--- config.mk ---
export PLATFORM = sky130hd
export DESIGN_NAME = sfb_top
export DESIGN_NICKNAME = d
export VERILOG_FILES = /design/src/sfb_pkg.sv /design/src/sfb_if.sv /design/src/sfb_top.sv /design/src/sfb_status_encoder.sv
export VERILOG_INCLUDE_DIRS = /design/src /design/src/src
export SDC_FILE = /design/constraint.sdc
export NUM_CORES = 1
export LEC_CHECK = 0
export BUFFER_PORTS_ARGS = -buffer_cell sky130_fd_sc_hd__buf_2
export CAP_MARGIN = 10
export CORE_UTILIZATION = 36
export CTS_CLUSTER_SIZE = 24
export DETAILED_ROUTE_END_ITERATION = 12
export PLACE_DENSITY = 0.88
export SLEW_MARGIN = 30
export SYNTH_ARGS = -nofsm -noshare
export SYNTH_HDL_FRONTEND = slang
export SYNTH_SLANG_ARGS = --single-unit
--- constraint.sdc ---
create_clock -name ref_clk_i -period 1.75 [get_ports ref_clk_i]
set_clock_uncertainty 0.1 [all_clocks]
set_input_delay 0.35 -clock ref_clk_i [delete_from_list [all_inputs] [get_ports ref_clk_i]]
set_output_delay 0.35 -clock ref_clk_i [all_outputs]
set_load 0.05 [all_outputs]
--- src/sfb_regs.svh ---
// register numbers, status codes and field values of the status bank
// assumes inclusion by bare name from every file that decodes them
`ifndef SFB_REGS_SVH
`define SFB_REGS_SVH
// register numbers, 0-based start registers
`define SFB_REG_OP_STATE 16'h0834
`define SFB_REG_MAIN_FAULT 16'h0835
`define SFB_REG_DRIVE_FAULT 16'h0836
`define SFB_REG_VOLT_FAULT 16'h0837
`define SFB_REG_GRID_FAULT 16'h0838
`define SFB_REG_TEMP_FAULT 16'h0839
`define SFB_REG_SYS_FAULT 16'h083A
`define SFB_REG_SYS_WARN 16'h083B
`define SFB_REG_MON_STATUS 16'h083C
// measurement block forced to zero on communication fault
`define SFB_MEAS_FIRST 16'h03E8
`define SFB_MEAS_LAST 16'h0403
// operating state codes
`define SFB_ST_SLEEP 4'h0
`define SFB_ST_TRACK 4'h5
`define SFB_ST_FAULT 4'h9
`define SFB_ST_INIT 4'hA
`define SFB_ST_COOL 4'hD
// monitoring status code values
`define SFB_MON_REBOOT 16'h0001
`define SFB_MON_COMM 16'h0002
`define SFB_MON_WEB 16'h0004
`define SFB_MON_DNS 16'h0008
`define SFB_MON_CLOCK 16'h0010
`define SFB_MON_FW 16'h0020
`define SFB_MON_ADDR 16'h0040
// reset values
`define SFB_RST_WORD 16'h0000
`endif

--- src/sfb_pkg.sv ---
// types shared by the status bank modules
// assumes the constants come from sfb_regs.svh
package sfb_pkg;
   typedef logic [15:0] sfb_word_type;
   // encoder state: last legal state code and monitoring word
   typedef struct packed {
      logic [3:0] op_state;
      sfb_word_type mon;
   } sfb_enc_type;
   // read port state of the bank
   typedef struct packed {
      logic rd_valid;
      sfb_word_type rd_data;
      logic rd_illegal;
      logic wr_refused;
   } sfb_bank_type;
endpackage

--- src/sfb_if.sv ---
// carrier from the status encoder to the read port of the bank
// assumes both ends run on the same clock
`timescale 1ns/100ps
interface sfb_if;
   logic [15:0] op_state_word;
   logic [15:0] mon_status;
   logic comm_fault;
   modport enc (output op_state_word, output mon_status, output comm_fault);
   modport bank (input op_state_word, input mon_status, input comm_fault);
endinterface

--- src/sfb_top.sv ---
// status and fault register bank: read-only words for a field-bus master
// assumes the register server presents a register number with a read
// or write strobe, and that measurement data for the same number is
// driven back combinationally on meas_rdata_i in that cycle
`timescale 1ns/100ps
`include "sfb_regs.svh"
module sfb_top (
   input wire logic ref_clk_i, // system clock, 20 MHz
   input wire logic nrst_i, // async reset, low
   input wire logic [15:0] reg_num_i, // register number
   input wire logic rd_en_i, // read strobe
   input wire logic wr_en_i, // write strobe
   input wire logic [15:0] meas_rdata_i, // measurement word
   input wire logic [3:0] op_state_i, // state from control
   input wire logic [15:0] main_fault_i, // main fault word
   input wire logic [15:0] drive_fault_i, // drive fault word
   input wire logic [15:0] volt_fault_i, // voltage fault word
   input wire logic [15:0] grid_fault_i, // grid fault word
   input wire logic [15:0] temp_fault_i, // temperature fault
   input wire logic [15:0] sys_fault_i, // system fault word
   input wire logic [15:0] sys_warn_i, // system warnings
   input wire logic rebooting_i, // comm rebooting
   input wire logic comm_fault_i, // internal comm fault
   input wire logic web_post_fault_i, // web post failed
   input wire logic dns_fault_i, // name server fault
   input wire logic rtc_battery_fail_i, // clock battery dead
   input wire logic time_sync_fail_i, // time sync failed
   input wire logic fw_mismatch_i, // wrong comm firmware
   input wire logic addr_switch_fail_i, // address switches bad
   output logic rd_valid_o, // read answer pulse
   output logic [15:0] rd_data_o, // read answer word
   output logic rd_illegal_o, // unmapped register
   output logic wr_refused_o // write ignored pulse
);
   sfb_if bus ();
   sfb_pkg::sfb_bank_type cur;
   sfb_pkg::sfb_bank_type nxt;
   logic in_meas;
   logic [15:0] data;
   logic illegal;

   ////////////////////////////////////////////////////////////////////
   // encoder holds the filtered state and the monitoring word
   sfb_status_encoder u_enc (
      .ref_clk_i(ref_clk_i),
      .nrst_i(nrst_i),
      .op_state_i(op_state_i),
      .rebooting_i(rebooting_i),
      .comm_fault_i(comm_fault_i),
      .web_post_fault_i(web_post_fault_i),
      .dns_fault_i(dns_fault_i),
      .rtc_battery_fail_i(rtc_battery_fail_i),
      .time_sync_fail_i(time_sync_fail_i),
      .fw_mismatch_i(fw_mismatch_i),
      .addr_switch_fail_i(addr_switch_fail_i),
      .bus(bus)
   );

   ////////////////////////////////////////////////////////////////////
   // read decode; measurement data only passes while comm is healthy
   always_comb begin
      in_meas = (reg_num_i >= `SFB_MEAS_FIRST) &&
         (reg_num_i <= `SFB_MEAS_LAST);
      illegal = 1'b0;
      data = `SFB_RST_WORD;
      if (in_meas) begin
         // the encoder copy lags the pin by one cycle, so a fault
         // that just began may still let one stale word through
         data = bus.comm_fault ? `SFB_RST_WORD : meas_rdata_i;
      end else begin
         case (reg_num_i)
            `SFB_REG_OP_STATE: data = bus.op_state_word;
            `SFB_REG_MAIN_FAULT: data = main_fault_i;
            `SFB_REG_DRIVE_FAULT: data = drive_fault_i;
            `SFB_REG_VOLT_FAULT: data = volt_fault_i;
            `SFB_REG_GRID_FAULT: data = grid_fault_i;
            `SFB_REG_TEMP_FAULT: data = temp_fault_i;
            `SFB_REG_SYS_FAULT: data = sys_fault_i;
            `SFB_REG_SYS_WARN: data = sys_warn_i;
            `SFB_REG_MON_STATUS: data = bus.mon_status;
            default: illegal = 1'b1;
         endcase
      end
   end

   // answer register; the data word holds between reads
   always_comb begin
      nxt = cur;
      nxt.rd_valid = rd_en_i;
      nxt.rd_illegal = rd_en_i & illegal;
      // no storage behind a write, so it is only flagged
      nxt.wr_refused = wr_en_i;
      if (rd_en_i) begin
         nxt.rd_data = data;
      end
   end

   always_ff @(posedge ref_clk_i or negedge nrst_i) begin
      if (!nrst_i) begin
         cur.rd_valid <= 1'b0;
         cur.rd_data <= `SFB_RST_WORD;
         cur.rd_illegal <= 1'b0;
         cur.wr_refused <= 1'b0;
      end else begin
         cur <= nxt;
      end
   end

   // outputs straight from the flops
   assign rd_valid_o = cur.rd_valid;
   assign rd_data_o = cur.rd_data;
   assign rd_illegal_o = cur.rd_illegal;
   assign wr_refused_o = cur.wr_refused;
endmodule

--- src/sfb_status_encoder.sv ---
// status encoder: filters the operating state and sums monitoring codes
// assumes all inputs come from control logic on ref_clk_i
`timescale 1ns/100ps
`include "sfb_regs.svh"
module sfb_status_encoder (
   input wire logic ref_clk_i, // system clock
   input wire logic nrst_i, // async reset, low
   input wire logic [3:0] op_state_i, // state from control
   input wire logic rebooting_i, // comm section rebooting
   input wire logic comm_fault_i, // internal comm fault
   input wire logic web_post_fault_i, // web post failed
   input wire logic dns_fault_i, // name server fault
   input wire logic rtc_battery_fail_i, // clock battery dead
   input wire logic time_sync_fail_i, // time sync failed
   input wire logic fw_mismatch_i, // wrong comm firmware
   input wire logic addr_switch_fail_i, // address switch read failed
   sfb_if.enc bus // encoded words out
);
   sfb_pkg::sfb_enc_type cur;
   sfb_pkg::sfb_enc_type nxt;
   logic legal;
   logic clock_err;

   ////////////////////////////////////////////////////////////////////
   // legal codes pass, reserved and unknown codes hold the last one
   always_comb begin
      legal = (op_state_i <= `SFB_ST_TRACK) ||
         ((op_state_i >= `SFB_ST_FAULT) && (op_state_i <= `SFB_ST_COOL));
      clock_err = rtc_battery_fail_i | time_sync_fail_i;
      nxt = cur;
      if (legal) begin
         nxt.op_state = op_state_i;
      end
      // a sum, not an or; the two clock faults share one code and are ored first
      nxt.mon = `SFB_RST_WORD;
      if (rebooting_i) nxt.mon = nxt.mon + `SFB_MON_REBOOT;
      if (comm_fault_i) nxt.mon = nxt.mon + `SFB_MON_COMM;
      if (web_post_fault_i) nxt.mon = nxt.mon + `SFB_MON_WEB;
      if (dns_fault_i) nxt.mon = nxt.mon + `SFB_MON_DNS;
      if (clock_err) nxt.mon = nxt.mon + `SFB_MON_CLOCK;
      if (fw_mismatch_i) nxt.mon = nxt.mon + `SFB_MON_FW;
      if (addr_switch_fail_i) nxt.mon = nxt.mon + `SFB_MON_ADDR;
   end

   // state register, comes up in initialization
   always_ff @(posedge ref_clk_i or negedge nrst_i) begin
      if (!nrst_i) begin
         cur.op_state <= `SFB_ST_INIT;
         cur.mon <= `SFB_RST_WORD;
      end else begin
         cur <= nxt;
      end
   end

   // words to the bank
   assign bus.op_state_word = {12'h000, cur.op_state};
   assign bus.mon_status = cur.mon;
   assign bus.comm_fault = cur.mon[1];
endmodule

* Word level (Yosys, flattened, before mapping)
Cells that the tools add are included.
Storage, ports and cells: bits in registers 39, bits of input ports 160, output and inout port bits 19, logic and storage cells 44
Cells by class: add/sub/neg operators 6, $lt $le $gt $ge 5, eq/ne operators 9, muxes and demuxes 12, bitwise gates (word level) 2, reductions and logical operators 4
Operators by type and width (number):
- == test 16 x 12 -> 1 bit (second input constant) | 9
- one-hot mux 16 bit (9 select lines) | 1
- two-way mux 16 bit | 8
- adder 16 x 3 -> 16 bit (second input constant) | 1
- adder 16 x 4 -> 16 bit (second input constant) | 1
- adder 16 x 5 -> 16 bit (second input constant) | 1
- adder 16 x 6 -> 16 bit (second input constant) | 1
- adder 16 x 7 -> 16 bit (second input constant) | 1
- >= comparator 16 x 10 -> 1 bit (second input constant) | 1
- less-or-equal comparator 16 x 11 -> 1 bit (second input constant) | 1
- OR reduction 9 bit | 1
- >= comparator 4 bit (second input constant) | 1
- less-or-equal comparator 4 x 3 -> 1 bit (second input constant) | 1
- less-or-equal comparator 4 bit (second input constant) | 1
- adder 1 x 2 -> 3 bit (second input constant) | 1
- two-way mux 1 bit | 3
- logical AND 1 bit | 2
- AND 1 bit | 1
- logical OR 1 bit | 1
- bitwise OR 1 bit | 1

* Longest topological paths before layout
Gate-level depths: netlist of the first run.
depth after elaboration 13, gate-level depth with buffers 8, depth with buffers taken out 5

* Modules after synthesis
Synthesis of the first run repeated with hierarchy kept, for this count alone.
Unflattened totals: cell total of the unflattened synthesis 286, area total of the unflattened synthesis 2680.1 sq um
By module, submodules not included:
- sfb_top | times used 1, cells each 235, area an instance 2117.0 sq um, sequential area each 475.5 sq um
- sfb_status_encoder | times used 1, cells each 51, area an instance 563.0 sq um, sequential area each 277.8 sq um

* Least setup slack after synthesis of the first run
No wires, ideal clock.
kind input to register, start in reg_num_i[9], end reg cur (netlist bit rd_data_o[0]), setup time 0.088 ns, arrival 2.206 ns, required time 1.562 ns, path slack -0.644 ns, stages on the path 6, buffers on the path 1, path through or4_4 buf_6 or4_4 a2111oi_4 nand2_1 a41oi_1
Between the ends: cells in the longest elaborated chain, start to end 3, elaborated cells on any way between the ends 14
Ends and longest elaborated chain:
- start: declaration | line sfb_top.sv:10 | input wire logic [15:0] reg_num_i,
- >= comparator 16 x 10 -> 1 bit (no line), or another cell as far along
- logical AND 1 bit / one-hot mux 16 bit (9 select lines) (equally long branches) | line sfb_top.sv:62, sfb_top.sv:71
- two-way mux 16 bit * | line sfb_top.sv:66 | if (in_meas) begin
- end signal: assignment | line sfb_top.sv:105 | cur <= nxt;
- end: declaration | line sfb_top.sv:36 | sfb_pkg::sfb_bank_type cur;
Mark *: on every way between the ends. The rest lies on a longest branch, timed or not. A chain may end at the register's enable or synchronous reset.

* Worst setup path in the final report of the first run
start in reg_num_i[6], end reg cur (netlist bit rd_data_o[0])
Same word-level chain as after synthesis.

==> metrics.yaml, run 1 <==
setup_viol: 17
antenna_found_initial: 0
syn_area_um2: 2240
routed_wl_um: 9220
powerDensity_nw_per_um2: 504
fin_ws_ps: -319
rows: 28
ys_seq_area_share_pct: 33.6
gr-total-overflow: 0
final_nets: 615
drive_gt1_share_pct: 57.5
avgSynthCellArea_um2: 9.22
clk_pin_slew_ps: 60
finalPower_mw: 1.93
die_x_um: 80.9
routedWlPerCell_um: 17.4
drt-pass1-iter-count: 6
via_count: 3115
grt_max_degree: 31
layout_common_cells: "175 x buf_2, 33 x buf_4, 28 x dfrtp_1, 16 x a22oi_1, 15 x nand2_1"
vdd_drop_max_uv: 317
crit_type: "in -> reg"
cts_tree: "yes"
relSlewSlack_pct: 52.7
async_reset_ff_share_pct: 100
cts-root-buf: "clkbuf_8"
grt_pass1_vias: 2772
syn2layout_area_growth_pct: 70.7
crit_arrival_ps: 2170
clk_latency_ps: 270
fmax_mhz: 483
critPathCaptureType: "register"
initial_core_util_pct: 37.6
cts_sinks: 30
hpwl_um: 7020
fp.coreArea_um2: 5960
portBuffers: 178
dieArea_um2: 6540
worstMarginPinSlew_ps: 710
cp_max_fo: 17
final.period_utilization_pct: 118
synth_fp_nets: 403
setup-tns-final_ps: -3920
cap_violations: 0
hp-class: "in -> async"
period_needed_ps: 2070
worstPathRequired_ps: 1850
utilization_pct: 64.2
ioPinCount: 179
drv_slew: 0
layout.cells.most_common: "buf_2"
violations: "negative setup slack"
grt_pass1_wl_um: 13100
place.gp.congestion: 0.903
startpoint_type: "input port"
diodes: 0
die_h_um: 80.9
htreeDepth: 2
synth_edf_count: 0
netlist_instances: 243
hold_viol: 0
first_iter_violations: 239
rsz0062_at_grt: "yes"
leakage_nw: 1.83
status: "finished with violations"
max-clock-path-buffers: 2
synth_cell_types: 53
gr-usage-all-layers_pct: 26.0
ant_nets: 0
ys_ff_latch: 30
numCtsBuffers: 5
viasPerCell: 5.87
synth_ff_type: "dfrtp_1"
drc: 0
yosysWarnings: 0
-- through the flow --
stage | instance area [µm²] | hold WS [ps] | instances | worst slack, ps
after floorplan | 2260 | -45.6 | 243 | -642
after global placement | 3490 | 329 | 521 | -689
after detailed placement | 3490 | 344 | 521 | -825
after CTS | 3650 | 41.0 | 529 | -363
after global routing | 3820 | 56.9 | 531 | -352
final | 3820 | 20.1 | 531 | -319
-- state kept, by name, summed over array words and instances (netlist names) --
name,count
rd_data_o,16
rd_illegal_o,1
rd_valid_o,1
u_enc.bus.mon_status,7
u_enc.bus.op_state_word,4
wr_refused_o,1
-- area by class of cell --
type | instances | area [µm²]
fill | 513 | 2130
clock inverter | 1 | 5.00
clock buffer | 7 | 86.3
inverter | 3 | 11.3
timing repair buffer | 221 | 1290
sequential | 30 | 753
multi-input combinational | 194 | 1580
tap | 75 | 93.8
-- power breakdown --
part,total (mW),internal (mW),switching (mW)
sequential,0.765,0.743,0.0221
clock,0.574,0.317,0.257
combinational,0.589,0.263,0.327
total,1.93,1.32,0.606
-- what timing repair did --
| item | 4_1_cts | 5_1_grt |
|---|---|---|
| gates cloned | 0 | 2 |
| hold buffers | 0 | 0 |
| resized for setup | 14 | 25 |
| pin swaps | 7 | 19 |
| setup endpoints to repair | 17 | 17 |
| buffers inserted | 0 | 0 |
-- logic make-up after synthesis --
family          Yosys count  synth area share [%]
flops                    30                  33.6
mux                       6                  2.85
buf+inv                  20                  3.85
compound gates          104                  36.0
simple gates             83                  23.7
-- cell usage after synthesis (2+ instances only) --
| master | n | area (µm²) |
|---|---|---|
| a21boi_1 | 2 | 15.0 |
| a21oi_1 | 11 | 55.1 |
| a221oi_1 | 7 | 61.3 |
| a222oi_1 | 10 | 100 |
| a22o_1 | 13 | 114 |
| a22oi_1 | 18 | 135 |
| a31oi_1 | 7 | 43.8 |
| a32o_1 | 2 | 20.0 |
| and4b_1 | 2 | 20.0 |
| buf_2 | 3 | 15.0 |
| clkbuf_1 | 13 | 48.8 |
| dfrtp_1 | 28 | 701 |
| dfstp_2 | 2 | 52.6 |
| inv_1 | 2 | 7.51 |
| mux2_2 | 3 | 33.8 |
| mux2i_1 | 3 | 30.0 |
| nand2_1 | 15 | 56.3 |
| nand3_1 | 11 | 55.1 |
| nand3b_1 | 4 | 30.0 |
| nor2_1 | 13 | 48.8 |
| nor2b_1 | 4 | 25.0 |
| nor4_1 | 8 | 50.1 |
| nor4_2 | 4 | 50.1 |
| nor4b_2 | 2 | 30.0 |
| o211ai_1 | 2 | 15.0 |
| o21ai_0 | 12 | 60.1 |
| o221ai_1 | 2 | 17.5 |
| o22a_1 | 9 | 78.8 |
| or3_1 | 3 | 18.8 |
| or4_1 | 2 | 15.0 |
| or4_4 | 2 | 22.5 |
| or4bb_1 | 3 | 33.8 |
-- critical path, cell delays in order --
cell	delay (ps)
buf_6	90
or4_4	540
buf_6	200
or3_4	420
a2111oi_4	290
a31oi_1	100
a41oi_2	170
-- path summary, 6_finish.rpt --
path	from	to	slack, ps	depth (start not counted)
max in group asynchronous	nrst_i	rd_data_o[8]	1080	1
worst max register to register	u_enc.bus.mon_status[1]	rd_data_o[11]	0	5
worst max-delay path	reg_num_i[6]	rd_data_o[0]	-320	7
worst min-delay path	nrst_i	u_enc.bus.mon_status[6]	20	1
min in group ref_clk_i	dns_fault_i	u_enc.bus.mon_status[3]	70	1
worst min register to register	rd_data_o[9]	rd_data_o[9]	400	1
-- layer usage --
metal / vias up / global-route usage (%) / wire [µm]
met5: - / 0 / 0
met4: 0 / 8.93 / 145
met3: 19 / 5.51 / 757
met2: 180 / 41.3 / 4440
met1: 1470 / 34.9 / 3880
li1: 1446 / - / -
Note: power is estimated with default switching activity, not from simulation.
==> run 2: changes to the inputs <==
--- a/config.mk
+++ b/config.mk
@@ -6,9 +6,10 @@
 export SDC_FILE = /design/constraint.sdc
 export NUM_CORES = 1
 export LEC_CHECK = 0
+export ABC_AREA = 1
 export BUFFER_PORTS_ARGS = -buffer_cell sky130_fd_sc_hd__buf_2
 export CAP_MARGIN = 10
-export CORE_UTILIZATION = 36
+export CORE_UTILIZATION = 40
 export CTS_CLUSTER_SIZE = 24
 export DETAILED_ROUTE_END_ITERATION = 12
 export PLACE_DENSITY = 0.88
==> metrics.yaml, run 2 <==
status: "finished, final reports clean"
fp.coreArea_um2: 6910  # +16%
clk_pin_slew_ps: 70  # about the same
power_frac_comb_pct: 26.4  # -4.2 points
ys_seq_area_share_pct: 26.0  # -7.6 points
yosysWarnings: 0  # unchanged
startpoint_type: "input port"
cts-root-buf: "clkbuf_8"
synth.most_common_cell: "nand2_1"
portBuffers: 178  # unchanged
syn_area_um2: 2890  # +29%
final_nets: 845  # +37%
share_seq_of_total_power_pct: 41.4  # +1.7 points
grt_pass1_vias: 3868  # +40%
synthTopCellsByArea: "dfrtp_1 24%, nand3_1 19%, nand2_1 16%"
place.gp.congestion: 0.948  # +5.0%
vdd_drop_max_uv: 359  # +13%
die_x_um: 87.0  # +7.6%
layout_common_cells: "178 x buf_2, 119 x nand2_1, 109 x nand3_1, 99 x nor2_1, 36 x inv_1"
dpl_worst_slack_ps: -145  # +680 ps
avgSynthCellArea_um2: 6.04  # -35%
viasPerCell: 5.03  # -14%
synth_fp_nets: 639  # +59%
fmax_mhz: 629  # +30%
critical-path-slowest-cell: "nor2_4"
layout.cells.most_common: "buf_2"
hold_buffers: 0  # unchanged
worstPathRequired_ps: 1870  # +20 ps
period_needed_ps: 1590  # -479 ps
cts_setup_buffers: 0  # unchanged
rsz0062_at_grt: "no"
drv_slew: 0  # unchanged
drt-pass1-iter-count: 4  # -2
crit_type: "in -> reg"
setup_viol: 0  # -17
dieArea_um2: 7580  # +16%
synth.top_cells.by_count: "120 x nand2_1, 109 x nand3_1, 99 x nor2_1, 36 x inv_1, 28 x dfrtp_1"
final.period_utilization_pct: 90.9  # -27 points
hpwl_um: 8940  # +27%
ioPinCount: 179  # unchanged
hp-class: "in -> async"
power_switching_mw: 0.558  # -7.9%
routed_wl_um: 10700  # +16%
grt_max_degree: 49  # +58%
die_h_um: 87.0  # +7.6%
cts_tree: "yes"
swShare_pct: 30.7  # -0.74 points
crit_path_max_incr_delay_ps: 200  # -340 ps
synth_cell_types: 33  # -38%
relSlewSlack_pct: 53.9  # +1.2 points
path_cells: "buf_2 > nor2_1 > nand2_2 > nor2_4 > buf_12 > nand2_1 > nor2_1 > nor2_1 > nand3_1 > nand2_1 > nand2_1"
netlist.area_leader.share_pct: 24.2  # -7.0 points
routedWlPerCell_um: 13.7  # -21%
first_iter_violations: 193  # -19%
synth_top_area_cell: "dfrtp_1"
via_count: 3933  # +26%
p_int_mw: 1.26  # -4.7%
async_reset_ff_share_pct: 100  # unchanged
worstMarginPinSlew_ps: 691  # -18.5 ps
initial_core_util_pct: 41.9  # +4.3 points
max-clock-path-buffers: 2  # unchanged
syn2layout_area_growth_pct: 48.1
cts_sinks: 30  # unchanged
gr-total-overflow: 0  # unchanged
critPathCaptureType: "register"
setup-tns-final_ps: 0  # +3920 ps
cp_max_fo: 17  # unchanged
finalPower_mw: 1.82  # -5.7%
cap_violations: 0  # unchanged
grt_pass1_wl_um: 17000  # +30%
crit_arrival_ps: 1710  # -460 ps
largest_reg_flops: 16  # unchanged
antenna_found_initial: 0  # unchanged
powerDensity_nw_per_um2: 425  # -16%
leakage_nw: 2.51  # +37%
htreeDepth: 2  # unchanged
numCtsBuffers: 5  # unchanged
diodes: 0  # unchanged
hold_viol: 0  # unchanged
whs_ps: 13.9  # -6.13 ps
ys_ff_latch: 30  # unchanged
synth_ff_type: "dfrtp_1"
cts_resized: 0  # -14
synth_edf_count: 0  # unchanged
drc: 0  # unchanged
rows: 30  # +7.1%
fin_ws_ps: 160  # +479 ps
netlist_instances: 479  # +97%
ant_nets: 0  # unchanged
drive_gt1_share_pct: 38.0  # -19 points
clkPwrFrac_pct: 32.3  # +2.5 points
clk_latency_ps: 280  # about the same
gr-usage-all-layers_pct: 29.1  # +3.1 points
run 2: cell types whose count changed after synthesis, moves of 9 or more:
cell,before,now
a222oi_1,10,0
nand4_1,0,22
buf_4,0,11
inv_1,2,36
a22o_1,13,0
o21ai_0,12,1
o22a_1,9,0
nor2_1,13,99
nand2_1,15,120
nand3_1,11,109
a22oi_1,18,0
clkbuf_1,13,2
a21oi_1,11,1
run 2: cell families after synthesis:
group / count (synthesis) / synth area share (%)
mux: 4 / 1.56
buf+inv: 62 / 10.9
compound gates: 7 / 1.64
simple gates: 376 / 59.9
flops: 30 / 26.0
run 2: power groups by stage:
stage / Sequential (mW) / Combinational, mW / Clock, mW
after floorplan: 0.826 / 0.121 / 0
after global placement: 0.764 / 0.472 / 0
after detailed placement: 0.766 / 0.478 / 0
after CTS: 0.753 / 0.480 / 0.602
after global routing: 0.755 / 0.525 / 0.635
final: 0.753 / 0.480 / 0.587
run 2: cell type report:
class | count | area (µm²)
fillers | 685 | 2620
clock inverters | 2 | 12.5
repair buffers | 221 | 1340
clock buffers | 6 | 82.6
inverters | 40 | 150
well taps | 96 | 120
multi-input cells | 387 | 1830
flip-flops and latches | 30 | 753
run 2: worst paths after layout:
| check | startpoint | endpoint | slack (ps) | cells after the start |
|---|---|---|---|---|
| max | reg_num_i[13] | rd_data_o[13] | 160 | 11 |
| min | nrst_i | u_enc.bus.mon_status[0] | 10 | 1 |
| max reg2reg | u_enc.bus.mon_status[1] | rd_data_o[14] | 540 | 5 |
| min reg2reg | rd_data_o[15] | rd_data_o[15] | 380 | 2 |
| max in group asynchronous | nrst_i | u_enc.bus.mon_status[4] | 1090 | 1 |
| min in group ref_clk_i | rebooting_i | u_enc.bus.mon_status[0] | 80 | 1 |
run 2: per-stage QoR:
step / cells / cell area (µm²) / utilization (%)
5_1_grt: 782 / 4280 / 62.0
3_3_place_gp: 774 / 4190 / 60.6
6_report: 782 / 4280 / 62.0
4_1_cts: 782 / 4280 / 62.0
3_5_place_dp: 774 / 4190 / 60.6
2_1_floorplan: 479 / 2890 / -
run 2: critical path: cells and delay by family:
kind,cells,cell delay [ps]
buf+inv,2,280
simple gates,9,1070
run 2: routing by layer:
layer / routed length [µm] / vias to the layer above / track usage (%)
li1: - / 1966 / -
met1: 4000 / 1772 / 31.4
met2: 5650 / 181 / 57.4
met3: 874 / 14 / 5.21
met4: 170 / 0 / 8.03
met5: 0 / - / 0
